`src/shared/pita_pkg.sv`:
```
// Constants shared by the periodic timer array.
package pita_pkg;

  // ****************************************
  // Register map
  // ****************************************
  localparam int          PITA_NCH          = 4;
  localparam int          PITA_AW           = 12;
  localparam logic [11:0] PITA_MODULE_CONTROL = 12'h000;
  localparam logic [11:0] PITA_CH_BASE      = 12'h100;
  localparam logic [11:0] PITA_CH_END       = 12'h140;
  localparam logic [1:0]  PITA_OFS_START    = 2'h0;
  localparam logic [1:0]  PITA_OFS_LIVE     = 2'h1;
  localparam logic [1:0]  PITA_OFS_CTRL     = 2'h2;
  localparam logic [1:0]  PITA_OFS_FLAG     = 2'h3;

  // ****************************************
  // Field positions and reset values
  // ****************************************
  localparam int          PITA_BIT_CLK_OFF  = 1;
  localparam int          PITA_BIT_HALT     = 0;
  localparam int          PITA_BIT_RUN      = 0;
  localparam int          PITA_BIT_IRQ_EN   = 1;
  localparam int          PITA_BIT_EXPIRY   = 0;
  localparam logic        PITA_CLK_OFF_RST  = 1'b1;
  localparam logic        PITA_HALT_RST     = 1'b0;
  localparam logic [31:0] PITA_ZERO32       = 32'h00000000;
  localparam logic [31:0] PITA_ONE32        = 32'h00000001;

endpackage : pita_pkg

```
`src/logic/pita_top.sv`:
```
// Top of the periodic timer array: registers, clock gating, debug halt, channels.
//
// Behaviour
// RULE_01: Clock-off bit stops all timers when 1; it resets to 1.
// RULE_02: Software should clear clock-off before configuring the channels.
// RULE_03: Debug-halt set stops all timers in debug mode; clear keeps them running.
// RULE_04: Enabled timer counts down to zero, then reloads its start value.
// RULE_05: Writing the start value leaves the current count alone until next reload.
// RULE_06: Disable then enable restarts counting from the start value.
// RULE_07: Live-count register reads the counter and is read only.
// RULE_08: Live counts hold while halted in debug mode.
// RULE_09: Interrupt requested while flag set and enable bit is 1.
// RULE_10: Enabling with a pending flag raises the interrupt at once.
// RULE_11: Run bit 0 disables the channel, 1 makes it count.
// RULE_12: Flag set when the counter reaches zero.
// RULE_13: Flag cleared only by writing 1; writing 0 does nothing.
// RULE_14: Each channel drives its own interrupt output.
// RULE_15: Each zero crossing emits a trigger pulse regardless of interrupt enable.
// RULE_16: No new interrupt event until the previous flag is cleared.
// RULE_17: Four channels, each a 16-byte block of four words from 0x100.
// RULE_18: Reserved locations read zero and ignore writes.
// RULE_19: Start value and counter are 32 bits wide.
// RULE_20: Trigger pulse lasts exactly one timer clock cycle.
`timescale 1ns/1ps
module pita_top
  import pita_pkg::*;
(
  input  wire logic                   clk_sys,
  input  wire logic                   rstn,
  input  wire logic [11:0]            reg_addr,
  input  wire logic [31:0]            reg_wdata,
  input  wire logic                   reg_wr,
  input  wire logic                   reg_rd,
  output logic [31:0]                 reg_rdata,
  input  wire logic                   debug_mode,
  output logic [pita_pkg::PITA_NCH-1:0] irq,
  output logic [pita_pkg::PITA_NCH-1:0] dma_trigger
);

  // ****************************************
  // Declarations
  // ****************************************
  logic                module_clock_off_reg;
  logic                debug_halt_reg;
  logic [31:0]         rdata_reg;
  logic [31:0]         rdata_next;
  logic                tick_en;
  logic                wr_module;
  logic [PITA_NCH-1:0] wr_start;
  logic [PITA_NCH-1:0] wr_ctrl;
  logic [PITA_NCH-1:0] wr_flag;
  logic                hit_module;
  logic                hit_channel;
  logic [1:0]          ch_sel;
  logic [1:0]          reg_sel;
  logic                rd_ok;
  logic [31:0]         start_count [PITA_NCH];
  logic [31:0]         live_count  [PITA_NCH];
  logic [PITA_NCH-1:0] ch_run;
  logic [PITA_NCH-1:0] ch_ie;
  logic [PITA_NCH-1:0] ch_flag;
  logic [31:0]         mod_word;
  logic [31:0]         ch_word;

  // ****************************************
  // Register decode
  // ****************************************
  pita_regslave u_dec (
    .addr        (reg_addr),
    .wr_en       (reg_wr),
    .rd_en       (reg_rd),
    .wr_module   (wr_module),
    .wr_start    (wr_start),
    .wr_ctrl     (wr_ctrl),
    .wr_flag     (wr_flag),
    .hit_module  (hit_module),
    .hit_channel (hit_channel),
    .ch_sel      (ch_sel),
    .reg_sel     (reg_sel),
    .rd_ok       (rd_ok)
  );

  // Module control register.
  always_ff @(posedge clk_sys or negedge rstn)
  begin
    if (!rstn)
    begin
      module_clock_off_reg <= PITA_CLK_OFF_RST; // [RULE_01]
      debug_halt_reg       <= PITA_HALT_RST;
    end
    else if (wr_module)
    begin
      module_clock_off_reg <= reg_wdata[PITA_BIT_CLK_OFF];
      debug_halt_reg       <= reg_wdata[PITA_BIT_HALT];
    end
  end

  // Timer clock enable: off when the module is disabled or halted in debug.
  assign tick_en = !module_clock_off_reg
                   && !(debug_halt_reg && debug_mode); // [RULE_01] [RULE_03] [RULE_08]

  // ****************************************
  // Channels
  // ****************************************
  genvar g;
  for (g = 0; g < PITA_NCH; g++)
  begin : g_ch
    pita_channel u_ch (
      .clk_sys           (clk_sys),
      .rstn              (rstn),
      .tick_en           (tick_en),
      .wdata             (reg_wdata),
      .wr_start          (wr_start[g]),
      .wr_ctrl           (wr_ctrl[g]),
      .wr_flag           (wr_flag[g]),
      .start_count       (start_count[g]),
      .live_count        (live_count[g]),
      .channel_run       (ch_run[g]),
      .expiry_irq_enable (ch_ie[g]),
      .expiry_flag       (ch_flag[g]),
      .trigger           (dma_trigger[g]),
      .irq               (irq[g]) // [RULE_14]
    );
  end

  // ****************************************
  // Read path
  // ****************************************
  // Read word selection; unmapped addresses give zero.
  assign mod_word = {30'h00000000, module_clock_off_reg, debug_halt_reg};
  assign ch_word  = (reg_sel == PITA_OFS_START) ? start_count[ch_sel] :
                    (reg_sel == PITA_OFS_LIVE)  ? live_count[ch_sel] : // [RULE_07]
                    (reg_sel == PITA_OFS_CTRL)  ? {30'h00000000, ch_ie[ch_sel], ch_run[ch_sel]} :
                                                  {31'h00000000, ch_flag[ch_sel]};
  assign rdata_next = !rd_ok      ? PITA_ZERO32 : // [RULE_18]
                      hit_module  ? mod_word :
                      ch_word;

  // Read data register, valid only in the cycle after the strobe.
  always_ff @(posedge clk_sys or negedge rstn)
  begin
    if (!rstn)
      rdata_reg <= PITA_ZERO32;
    else
      rdata_reg <= rdata_next;
  end

  assign reg_rdata = rdata_reg;

  // Read path and clock gating checks.
  a_clock_off_stops: assert property (@(posedge clk_sys) disable iff (!rstn) // [RULE_01]
    module_clock_off_reg |=> $stable(live_count[0]) || $past(wr_ctrl[0]))
    else $error("timer ran with clock off");
  a_debug_halt_holds: assert property (@(posedge clk_sys) disable iff (!rstn) // [RULE_03]
    debug_halt_reg && debug_mode && !wr_ctrl[1] |=> $stable(live_count[1]))
    else $error("timer ran in debug halt");
  a_reserved_zero: assert property (@(posedge clk_sys) disable iff (!rstn) // [RULE_18]
    reg_rd && !hit_module && !hit_channel |=> reg_rdata == PITA_ZERO32)
    else $error("reserved read not zero");
  a_idle_rdata_zero: assert property (@(posedge clk_sys) disable iff (!rstn) // [RULE_18]
    !reg_rd |=> reg_rdata == PITA_ZERO32)
    else $error("read data stood without a read");
  a_live_read: assert property (@(posedge clk_sys) disable iff (!rstn) // [RULE_07]
    rd_ok && !hit_module && reg_sel == PITA_OFS_LIVE
    |=> reg_rdata == $past(live_count[ch_sel]))
    else $error("live count read wrong");

endmodule : pita_top

```
`src/logic/pita_channel.sv`:
```
// One down-counting timer channel with its start value, control bits and flag.
`timescale 1ns/1ps
module pita_channel
  import pita_pkg::*;
(
  input  wire logic        clk_sys,
  input  wire logic        rstn,
  input  wire logic        tick_en,
  input  wire logic [31:0] wdata,
  input  wire logic        wr_start,
  input  wire logic        wr_ctrl,
  input  wire logic        wr_flag,
  output logic [31:0]      start_count,
  output logic [31:0]      live_count,
  output logic             channel_run,
  output logic             expiry_irq_enable,
  output logic             expiry_flag,
  output logic             trigger,
  output logic             irq
);

  logic [31:0] start_reg;
  logic [31:0] count_reg;
  logic        run_reg;
  logic        ie_reg;
  logic        flag_reg;
  logic        trig_reg;
  logic        run_next;
  logic        run_rise;
  logic        expire;
  logic        flag_clr;

  // Decode of control write, expiry and flag clear.
  assign run_next = wdata[PITA_BIT_RUN];
  assign run_rise = wr_ctrl && run_next && !run_reg;
  assign expire   = run_reg && tick_en && (count_reg == PITA_ZERO32);
  assign flag_clr = wr_flag && wdata[PITA_BIT_EXPIRY];

  // Start value register; a write never touches the running count.
  always_ff @(posedge clk_sys or negedge rstn)
  begin
    if (!rstn)
      start_reg <= PITA_ZERO32;
    else if (wr_start)
      start_reg <= wdata; // [RULE_05] [RULE_19]
  end

  // Control bits.
  always_ff @(posedge clk_sys or negedge rstn)
  begin
    if (!rstn)
    begin
      run_reg <= 1'b0;
      ie_reg  <= 1'b0;
    end
    else if (wr_ctrl)
    begin
      run_reg <= run_next; // [RULE_11]
      ie_reg  <= wdata[PITA_BIT_IRQ_EN];
    end
  end

  // Down-counter: loads on enable, reloads at zero, counts on each tick.
  always_ff @(posedge clk_sys or negedge rstn)
  begin
    if (!rstn)
      count_reg <= PITA_ZERO32;
    else if (run_rise)
      count_reg <= start_reg; // [RULE_06] [RULE_11]
    else if (expire)
      count_reg <= start_reg; // [RULE_04]
    else if (run_reg && tick_en)
      count_reg <= count_reg - PITA_ONE32; // [RULE_04] [RULE_08]
  end

  // Expiry flag: set wins over a clear in the same cycle.
  always_ff @(posedge clk_sys or negedge rstn)
  begin
    if (!rstn)
      flag_reg <= 1'b0;
    else if (expire)
      flag_reg <= 1'b1; // [RULE_12]
    else if (flag_clr)
      flag_reg <= 1'b0; // [RULE_13]
  end

  // Trigger pulse, one cycle per expiry.
  always_ff @(posedge clk_sys or negedge rstn)
  begin
    if (!rstn)
      trig_reg <= 1'b0;
    else
      trig_reg <= expire; // [RULE_15] [RULE_20]
  end

  // Outputs.
  assign start_count       = start_reg;
  assign live_count        = count_reg; // [RULE_07]
  assign channel_run       = run_reg;
  assign expiry_irq_enable = ie_reg;
  assign expiry_flag       = flag_reg;
  assign trigger           = trig_reg;
  assign irq               = flag_reg && ie_reg; // [RULE_09] [RULE_10] [RULE_16]

  a_trig_one_cycle: assert property (@(posedge clk_sys) disable iff (!rstn) // [RULE_20]
    trigger |=> !trigger) else $error("trigger longer than one cycle");
  a_expiry_sets_flag: assert property (@(posedge clk_sys) disable iff (!rstn) // [RULE_12]
    expire |=> expiry_flag && trigger) else $error("expiry lost");
  a_flag_w0_keeps: assert property (@(posedge clk_sys) disable iff (!rstn) // [RULE_13]
    expiry_flag && !flag_clr |=> expiry_flag) else $error("flag dropped");
  a_irq_masked: assert property (@(posedge clk_sys) disable iff (!rstn) // [RULE_09]
    !expiry_irq_enable |-> !irq) else $error("masked irq raised");
  a_reload_zero: assert property (@(posedge clk_sys) disable iff (!rstn) // [RULE_04]
    expire && !wr_ctrl |=> live_count == $past(start_reg)) else $error("no reload");
  a_hold_no_tick: assert property (@(posedge clk_sys) disable iff (!rstn) // [RULE_08]
    !tick_en && !run_rise |=> $stable(live_count)) else $error("count moved");
  a_start_no_disturb: assert property (@(posedge clk_sys) disable iff (!rstn) // [RULE_05]
    wr_start && run_reg && tick_en && count_reg != PITA_ZERO32 && !wr_ctrl
    |=> live_count == $past(count_reg) - PITA_ONE32) else $error("count disturbed");
  a_enable_loads: assert property (@(posedge clk_sys) disable iff (!rstn) // [RULE_06]
    run_rise |=> live_count == $past(start_reg)) else $error("no load on enable");

endmodule : pita_channel

```
`src/logic/pita_regslave.sv`:
```
// Register port decode for the periodic timer array.
`timescale 1ns/1ps
module pita_regslave
  import pita_pkg::*;
(
  input  wire logic [11:0]         addr,
  input  wire logic                wr_en,
  input  wire logic                rd_en,
  output logic                     wr_module,
  output logic [PITA_NCH-1:0]      wr_start,
  output logic [PITA_NCH-1:0]      wr_ctrl,
  output logic [PITA_NCH-1:0]      wr_flag,
  output logic                     hit_module,
  output logic                     hit_channel,
  output logic [1:0]               ch_sel,
  output logic [1:0]               reg_sel,
  output logic                     rd_ok
);

  logic [11:0] ch_rel;

  // Word-aligned decode of the module and channel blocks.
  assign ch_rel      = addr - PITA_CH_BASE;
  assign hit_module  = (addr == PITA_MODULE_CONTROL);
  assign hit_channel = (addr >= PITA_CH_BASE) && (addr < PITA_CH_END)
                       && (addr[1:0] == 2'h0); // [RULE_17]
  assign ch_sel      = ch_rel[5:4];
  assign reg_sel     = ch_rel[3:2];
  assign rd_ok       = rd_en && (hit_module || hit_channel); // [RULE_18]
  assign wr_module   = wr_en && hit_module;

  // Per-channel write strobes; the live count is read only.
  genvar g;
  for (g = 0; g < PITA_NCH; g++)
  begin : g_wr
    logic sel;
    assign sel         = wr_en && hit_channel && (ch_sel == 2'(g));
    assign wr_start[g] = sel && (reg_sel == PITA_OFS_START);
    assign wr_ctrl[g]  = sel && (reg_sel == PITA_OFS_CTRL);
    assign wr_flag[g]  = sel && (reg_sel == PITA_OFS_FLAG); // [RULE_07]
  end

endmodule : pita_regslave

```
`config.mk`:
```
export PLATFORM = sky130hd
export DESIGN_NAME = pita_top
export DESIGN_NICKNAME = d
export VERILOG_FILES = /design/src/shared/pita_pkg.sv /design/src/logic/pita_top.sv /design/src/logic/pita_channel.sv /design/src/logic/pita_regslave.sv
export SDC_FILE = /design/constraint.sdc
export NUM_CORES = 1
export LEC_CHECK = 0
export ABC_CLOCK_PERIOD_IN_PS = 4600
export BUFFER_PORTS_ARGS = -buffer_cell sky130_fd_sc_hd__buf_2
export CORE_MARGIN = 1
export CORE_UTILIZATION = 59
export DETAILED_ROUTE_END_ITERATION = 10
export GPL_TIMING_DRIVEN = 1
export PLACE_DENSITY = 0.87
export SKIP_CTS_REPAIR_TIMING = 1
export SLEW_MARGIN = 10
export SYNTH_ARGS = -nofsm -noshare
export SYNTH_HDL_FRONTEND = slang
export SYNTH_HIERARCHICAL = 1
export SYNTH_SLANG_ARGS = --single-unit
```
`constraint.sdc`:
```
create_clock -name clk_sys -period 4.6 [get_ports clk_sys]
set_input_delay 0.23 -clock clk_sys [delete_from_list [all_inputs] [get_ports clk_sys]]
set_output_delay 0.23 -clock clk_sys [all_outputs]
set_load 0.01 [all_outputs]
```
Yosys cells after proc, flatten, opt, wreduce, memory -nomap -nowiden
Cells that the tools add are included.
{"block": "op_classes", "reduce_logical": 70, "mux": 37, "n_lt_le_gt_ge": 4, "bitwise": 1, "eq_ne": 6, "n_addsub": 5}
{"op": "32-bit 2-to-1 mux", "n": 20}
{"op": "32-bit binary-select mux with 2-bit select", "n": 2}
{"op": "32-bit logical NOT", "n": 4}
{"op": "32-bit by 1-bit subtractor with 32-bit output (second input constant)", "n": 4}
{"op": "1-bit logical AND", "n": 47}
{"op": "12-bit by 9-bit greater-or-equal comparator with 1-bit output (second input constant)", "n": 1}
{"op": "12-bit logical NOT", "n": 1}
{"op": "12-bit by 9-bit less-than comparator with 1-bit output (second input constant)", "n": 1}
{"op": "3-bit nonzero test", "n": 4}
{"op": "1-bit 2-to-1 mux", "n": 11}
{"op": "2-bit == test (second input constant)", "n": 4}
{"op": "2-bit nonzero test", "n": 4}
{"op": "1-bit binary-select mux with 2-bit select", "n": 3}
{"op": "1-bit logical NOT", "n": 6}
{"op": "2-bit logical NOT", "n": 3}
{"op": "6-bit by 1-bit subtractor with 6-bit output (second input constant)", "n": 1}
{"op": "2-bit by 1-bit == test with 1-bit output (second input constant)", "n": 2}
{"op": "3-bit greater-or-equal comparator (second input constant)", "n": 1}
{"op": "2-bit by 3-bit less-than comparator with 1-bit output (second input constant)", "n": 1}
{"op": "2-bit inverter with 3-bit output", "n": 1}
{"op": "2-bit 2-to-1 mux", "n": 1}
{"op": "1-bit logical OR", "n": 1}
{"block": "totals", "out_inout_bits": 40, "input_bits": 49, "register_bits": 306, "word_cells": 150}

Depth between registers and ports, before layout
{"block": "depth", "depth_word": 9, "mapped_depth": 11, "mapped_depth_nobuf": 8}

By module
Netlist, hierarchy kept.
{"mod": "pita_channel at g_ch[0].u_ch ...", "area_each_um2": 3488.3, "instances": 2, "cells_each": 340, "seq_area_each_um2": 1701.6}
{"mod": "pita_channel at g_ch[2].u_ch ...", "area_each_um2": 3392.0, "instances": 2, "cells_each": 310, "seq_area_each_um2": 1701.6}
{"mod": "pita_top", "area_each_um2": 3083.0, "instances": 1, "cells_each": 233, "seq_area_each_um2": 852.1}
{"mod": "pita_regslave", "area_each_um2": 270.3, "instances": 1, "cells_each": 37, "seq_area_each_um2": 0.0}

Least setup slack after synthesis
OpenSTA, ideal clock, no wires.
{"block": "synth_path", "path_type": "input-to-reg", "from": "input reg_addr[11]", "to": "register g_ch[0].u_ch.count_reg[9]", "path_slack_ns": 1.616, "arrival_time_ns": 2.898, "setup_ns": 0.087, "n_path_buf": 3, "cell_stages": 10, "t_required_ns": 4.513, "cell_sequence": "or4_4 > buf_6 > buf_8 > nor4_1 > and3b_1 > clkbuf_1 > nor2_1 > or4_1 > a211o_1 > o211ai_1"}
{"block": "synth_via", "elab_chain_cells": 9, "elab_cells_between_ends": 11, "cone_classes": "order compare (2); mux (1); reduce/logical (8)"}
{"element": "start, declared", "line_no": "pita_top.sv:30", "source": "input wire logic [11:0] reg_addr,"}
{"element": "12-bit by 9-bit greater-or-equal comparator with 1-bit output or 12-bit by 9-bit less-than comparator with 1-bit output (tied branches)", "line_no": "pita_regslave.sv:25", "source": "assign hit_channel = (addr >= PITA_CH_BASE) && (addr < PITA_CH_END)"}
{"element": "1-bit logical AND (*)", "line_no": "pita_regslave.sv:25"}
{"element": "1-bit logical AND (*)", "line_no": "pita_regslave.sv:26", "source": "&& (addr[1:0] == 2'h0);"}
{"element": "1-bit logical AND (*) (2 in series)", "line_no": "pita_regslave.sv:37", "source": "assign sel = wr_en && hit_channel && (ch_sel == 2'(g));"}
{"element": "1-bit logical AND (*)", "line_no": "pita_regslave.sv:39", "source": "assign wr_ctrl[g] = sel && (reg_sel == PITA_OFS_CTRL);"}
{"element": "net wr_ctrl[0]", "line_no": "pita_top.sv:50", "source": "logic [PITA_NCH-1:0] wr_ctrl;"}
{"element": "1-bit logical AND (*) (2 in series)", "line_no": "pita_channel.sv:35", "source": "assign run_rise = wr_ctrl && run_next && !run_reg;"}
{"element": "3-bit nonzero test (no source line) or 32-bit 2-to-1 mux (tied branches)"}
{"element": "end signal, assigned", "line_no": "pita_channel.sv:69", "source": "count_reg <= start_reg;"}
{"element": "end signal, assigned", "line_no": "pita_channel.sv:71", "source": "count_reg <= start_reg;"}
{"element": "end signal, assigned", "line_no": "pita_channel.sv:73", "source": "count_reg <= count_reg - PITA_ONE32;"}
{"element": "end, declared", "line_no": "pita_channel.sv:23", "source": "logic [31:0] count_reg;"}
The timed path passes the listed nets; every way through them passes the cells marked *.
A chain may end at the register's enable or synchronous reset.

Worst setup path after layout
{"block": "layout_path", "from": "register g_ch[1].u_ch.count_reg[14]", "to": "register g_ch[1].u_ch.count_reg[11]"}
{"block": "layout_via", "elab_chain_cells": 4, "elab_cells_between_ends": 5, "cone_classes": "mux (2); reduce/logical (3)"}
{"element": "start, declared", "line_no": "pita_channel.sv:23"}
{"element": "start signal, assigned", "line_no": "pita_channel.sv:69"}
{"element": "start signal, assigned", "line_no": "pita_channel.sv:71"}
{"element": "start signal, assigned", "line_no": "pita_channel.sv:73"}
{"element": "32-bit logical NOT (*)", "line_no": "pita_channel.sv:36", "source": "assign expire = run_reg && tick_en && (count_reg == PITA_ZERO32);"}
{"element": "1-bit logical AND (*)", "line_no": "pita_channel.sv:36"}
{"element": "32-bit 2-to-1 mux", "line_no": "pita_channel.sv:70", "source": "else if (expire)"}
{"element": "32-bit 2-to-1 mux", "line_no": "pita_channel.sv:68", "source": "else if (run_rise)"}
Every way passes the cells marked *; elsewhere a longest branch is shown, timed or not.

==> run_results.csv <==
group,metric,value,unit
timing,fin_crit,3.552,ns
routing,post_drt_wl_per_cell,28.58,µm
floorplanning,io_pins,89,
grt,grt_util_all_layers,0.4050,
routing,drt-initial-drc-count,2564,
finish,finish.net_count,1689,
clock_tree,cts_root_buf,"clkbuf_16",
routing,antenna_left,0,
finish,stdcell_area,19150,µm²
timing,setup_violations,0,
worst_setup_path,worstPathArrival,3.91,ns
clock_tree,cts_buffers,36,
worst_setup_path,crit_type,"reg2reg",
floorplanning,dieArea,29680,µm²
worst_setup_path,crit_required,4.95,ns
timing,final_max_slew_viol_count,0,
placement,gp_congestion,1.028,
grt,grt_max_degree,117,
logic_synthesis,syn_nets,1622,
clock_tree,cts_tree,"done",
worst_setup_path,rrSetupSlack,1.05,ns
worst_hold_path,hp-class,"in2reg",
timing,hold_violations,16,
grt,grt.overflow.total,0,
worst_setup_path,start_kind,"register",
worst_setup_path,crit_path_max_fanout,22,
routing,wl,58340,µm
timing,worst_pin_slew,1.347,ns
timing,hold_ws,-0.01628,ns
finish,layout_common_cells,"305 x dfrtp_1, 146 x nand2_1, 130 x mux2_2, 88 x nor2_1, 86 x buf_2",
clock_tree,cts_buffer_depth,3,
logic_synthesis,synth_area,17110,µm²
run_status,failed_checks,"hold timing",
floorplanning,core_area,28160,µm²
clock_tree,path_clk_slew,0.06,ns
power_and_ir_drop,ir_drop,396.2,µV
power_and_ir_drop,powerDensity,318.3,nW/µm²
routing,vias_per_cell,7.395,
finish,layout_commonest_cell,"dfrtp_1",
grt,grt_pass1_vias,14660,
run_status,run_status,"complete, but fails checks",
placement,dpl_cell_area,17780,µm²
finish,drive_gt1_frac,0.2461,
floorplanning,fp.dieW,172.3,µm
grt,grt_pass1_wl,88510,µm
clock_tree,cts_sinks,306,
routing,dr.pass1.iters,8,
timing,tns,0,ns
routing,route.vias.total,15090,
routing,drcViolationCount,0,
floorplanning,rows,61,
logic_synthesis,syn_area_per_cell,10.90,µm²
floorplanning,die_h,172.3,µm
timing,slew-limit-headroom,0.09881,
timing,clock_skew,0.02205,ns
grt,antenna_found_initial,2,
job,maxCapViolCount,0,
placement,io_buffers,88,
timing,rsz0062_at_grt,"false",
power_and_ir_drop,leakage,8.508,nW
clock_tree,cts.htree.levels,2,
worst_setup_path,worstSetupEndpointType,"register",
timing,fin_crit_sh,0.7722,
finish,areaGrowthSynthToFinish,11.94,%
clock_tree,clock_latency,0.53,ns
logic_synthesis,synth_cells,1569,
floorplanning,initial_core_util,0.6075,
timing,fmax,0.2815,GHz
logic_synthesis,ys_warn_count,6,
placement,hpwl,39630,µm
per-stage QoR:
step                cells  utilization  total power [mW]  worst slack, ns
floorplan            1569            -             2.900            1.618
global placement     1969       0.6313             3.025            1.149
detailed placement   1969       0.6313             3.032            1.011
CTS                  2033       0.6774             6.099            1.239
global route         2040       0.6799             6.222           0.9501
finish               2041       0.6800             6.095            1.048
metal layers:
metal | vias to the layer above | routed length (µm) | global-route usage
met5 | - | 0 | 0
met4 | 0 | 2847 | 0.1831
met3 | 246 | 9046 | 0.1593
li1 | 6192 | - | -
met1 | 7430 | 21190 | 0.5339
met2 | 1226 | 25250 | 0.5894
critical path: stages, from the launching register on:
cell and delay (ns):
dfrtp_1 0.47, nor4_1 0.54, nand4_1 0.60, or4_4 0.90, nand2_1 0.65, o21ai_0 0.23
final timing paths:
check                                                        start                                        to  cells after the start
max                        g_ch[1].u_ch/live_count[14]$_DFFE_PN0P_   g_ch[1].u_ch/live_count[11]$_DFFE_PN0P_                      5
min                                                   reg_wdata[5]   g_ch[0].u_ch/start_count[5]$_DFFE_PN0P_                      2
max reg2reg                g_ch[1].u_ch/live_count[14]$_DFFE_PN0P_   g_ch[1].u_ch/live_count[11]$_DFFE_PN0P_                      5
min reg2reg                   g_ch[1].u_ch/expiry_flag$_DFFE_PN0P_      g_ch[1].u_ch/expiry_flag$_DFFE_PN0P_                      2
max in group asynchronous                                     rstn                    reg_rdata[5]$_DFF_PN0_                      3
min in group asynchronous                                     rstn  g_ch[0].u_ch/start_count[22]$_DFFE_PN0P_                      2
report_power, final:
group | internal (mW) | switching, mW
sequential | 2.71 | 0.0267
clock | 1.95 | 1.15
combinational | 0.0905 | 0.172
total | 4.75 | 1.35
final cells by class:
class | instances | area [µm²]
fillers | 2052 | 9012
clock buffers | 48 | 1057
inverters | 39 | 148.9
clock inverters | 16 | 240.2
multi-input cells | 1123 | 8772
well taps | 378 | 473.0
repair buffers | 130 | 798.3
flip-flops and latches | 306 | 7659
diodes | 1 | 2.502
Note: power is estimated with default switching activity, not from simulation.
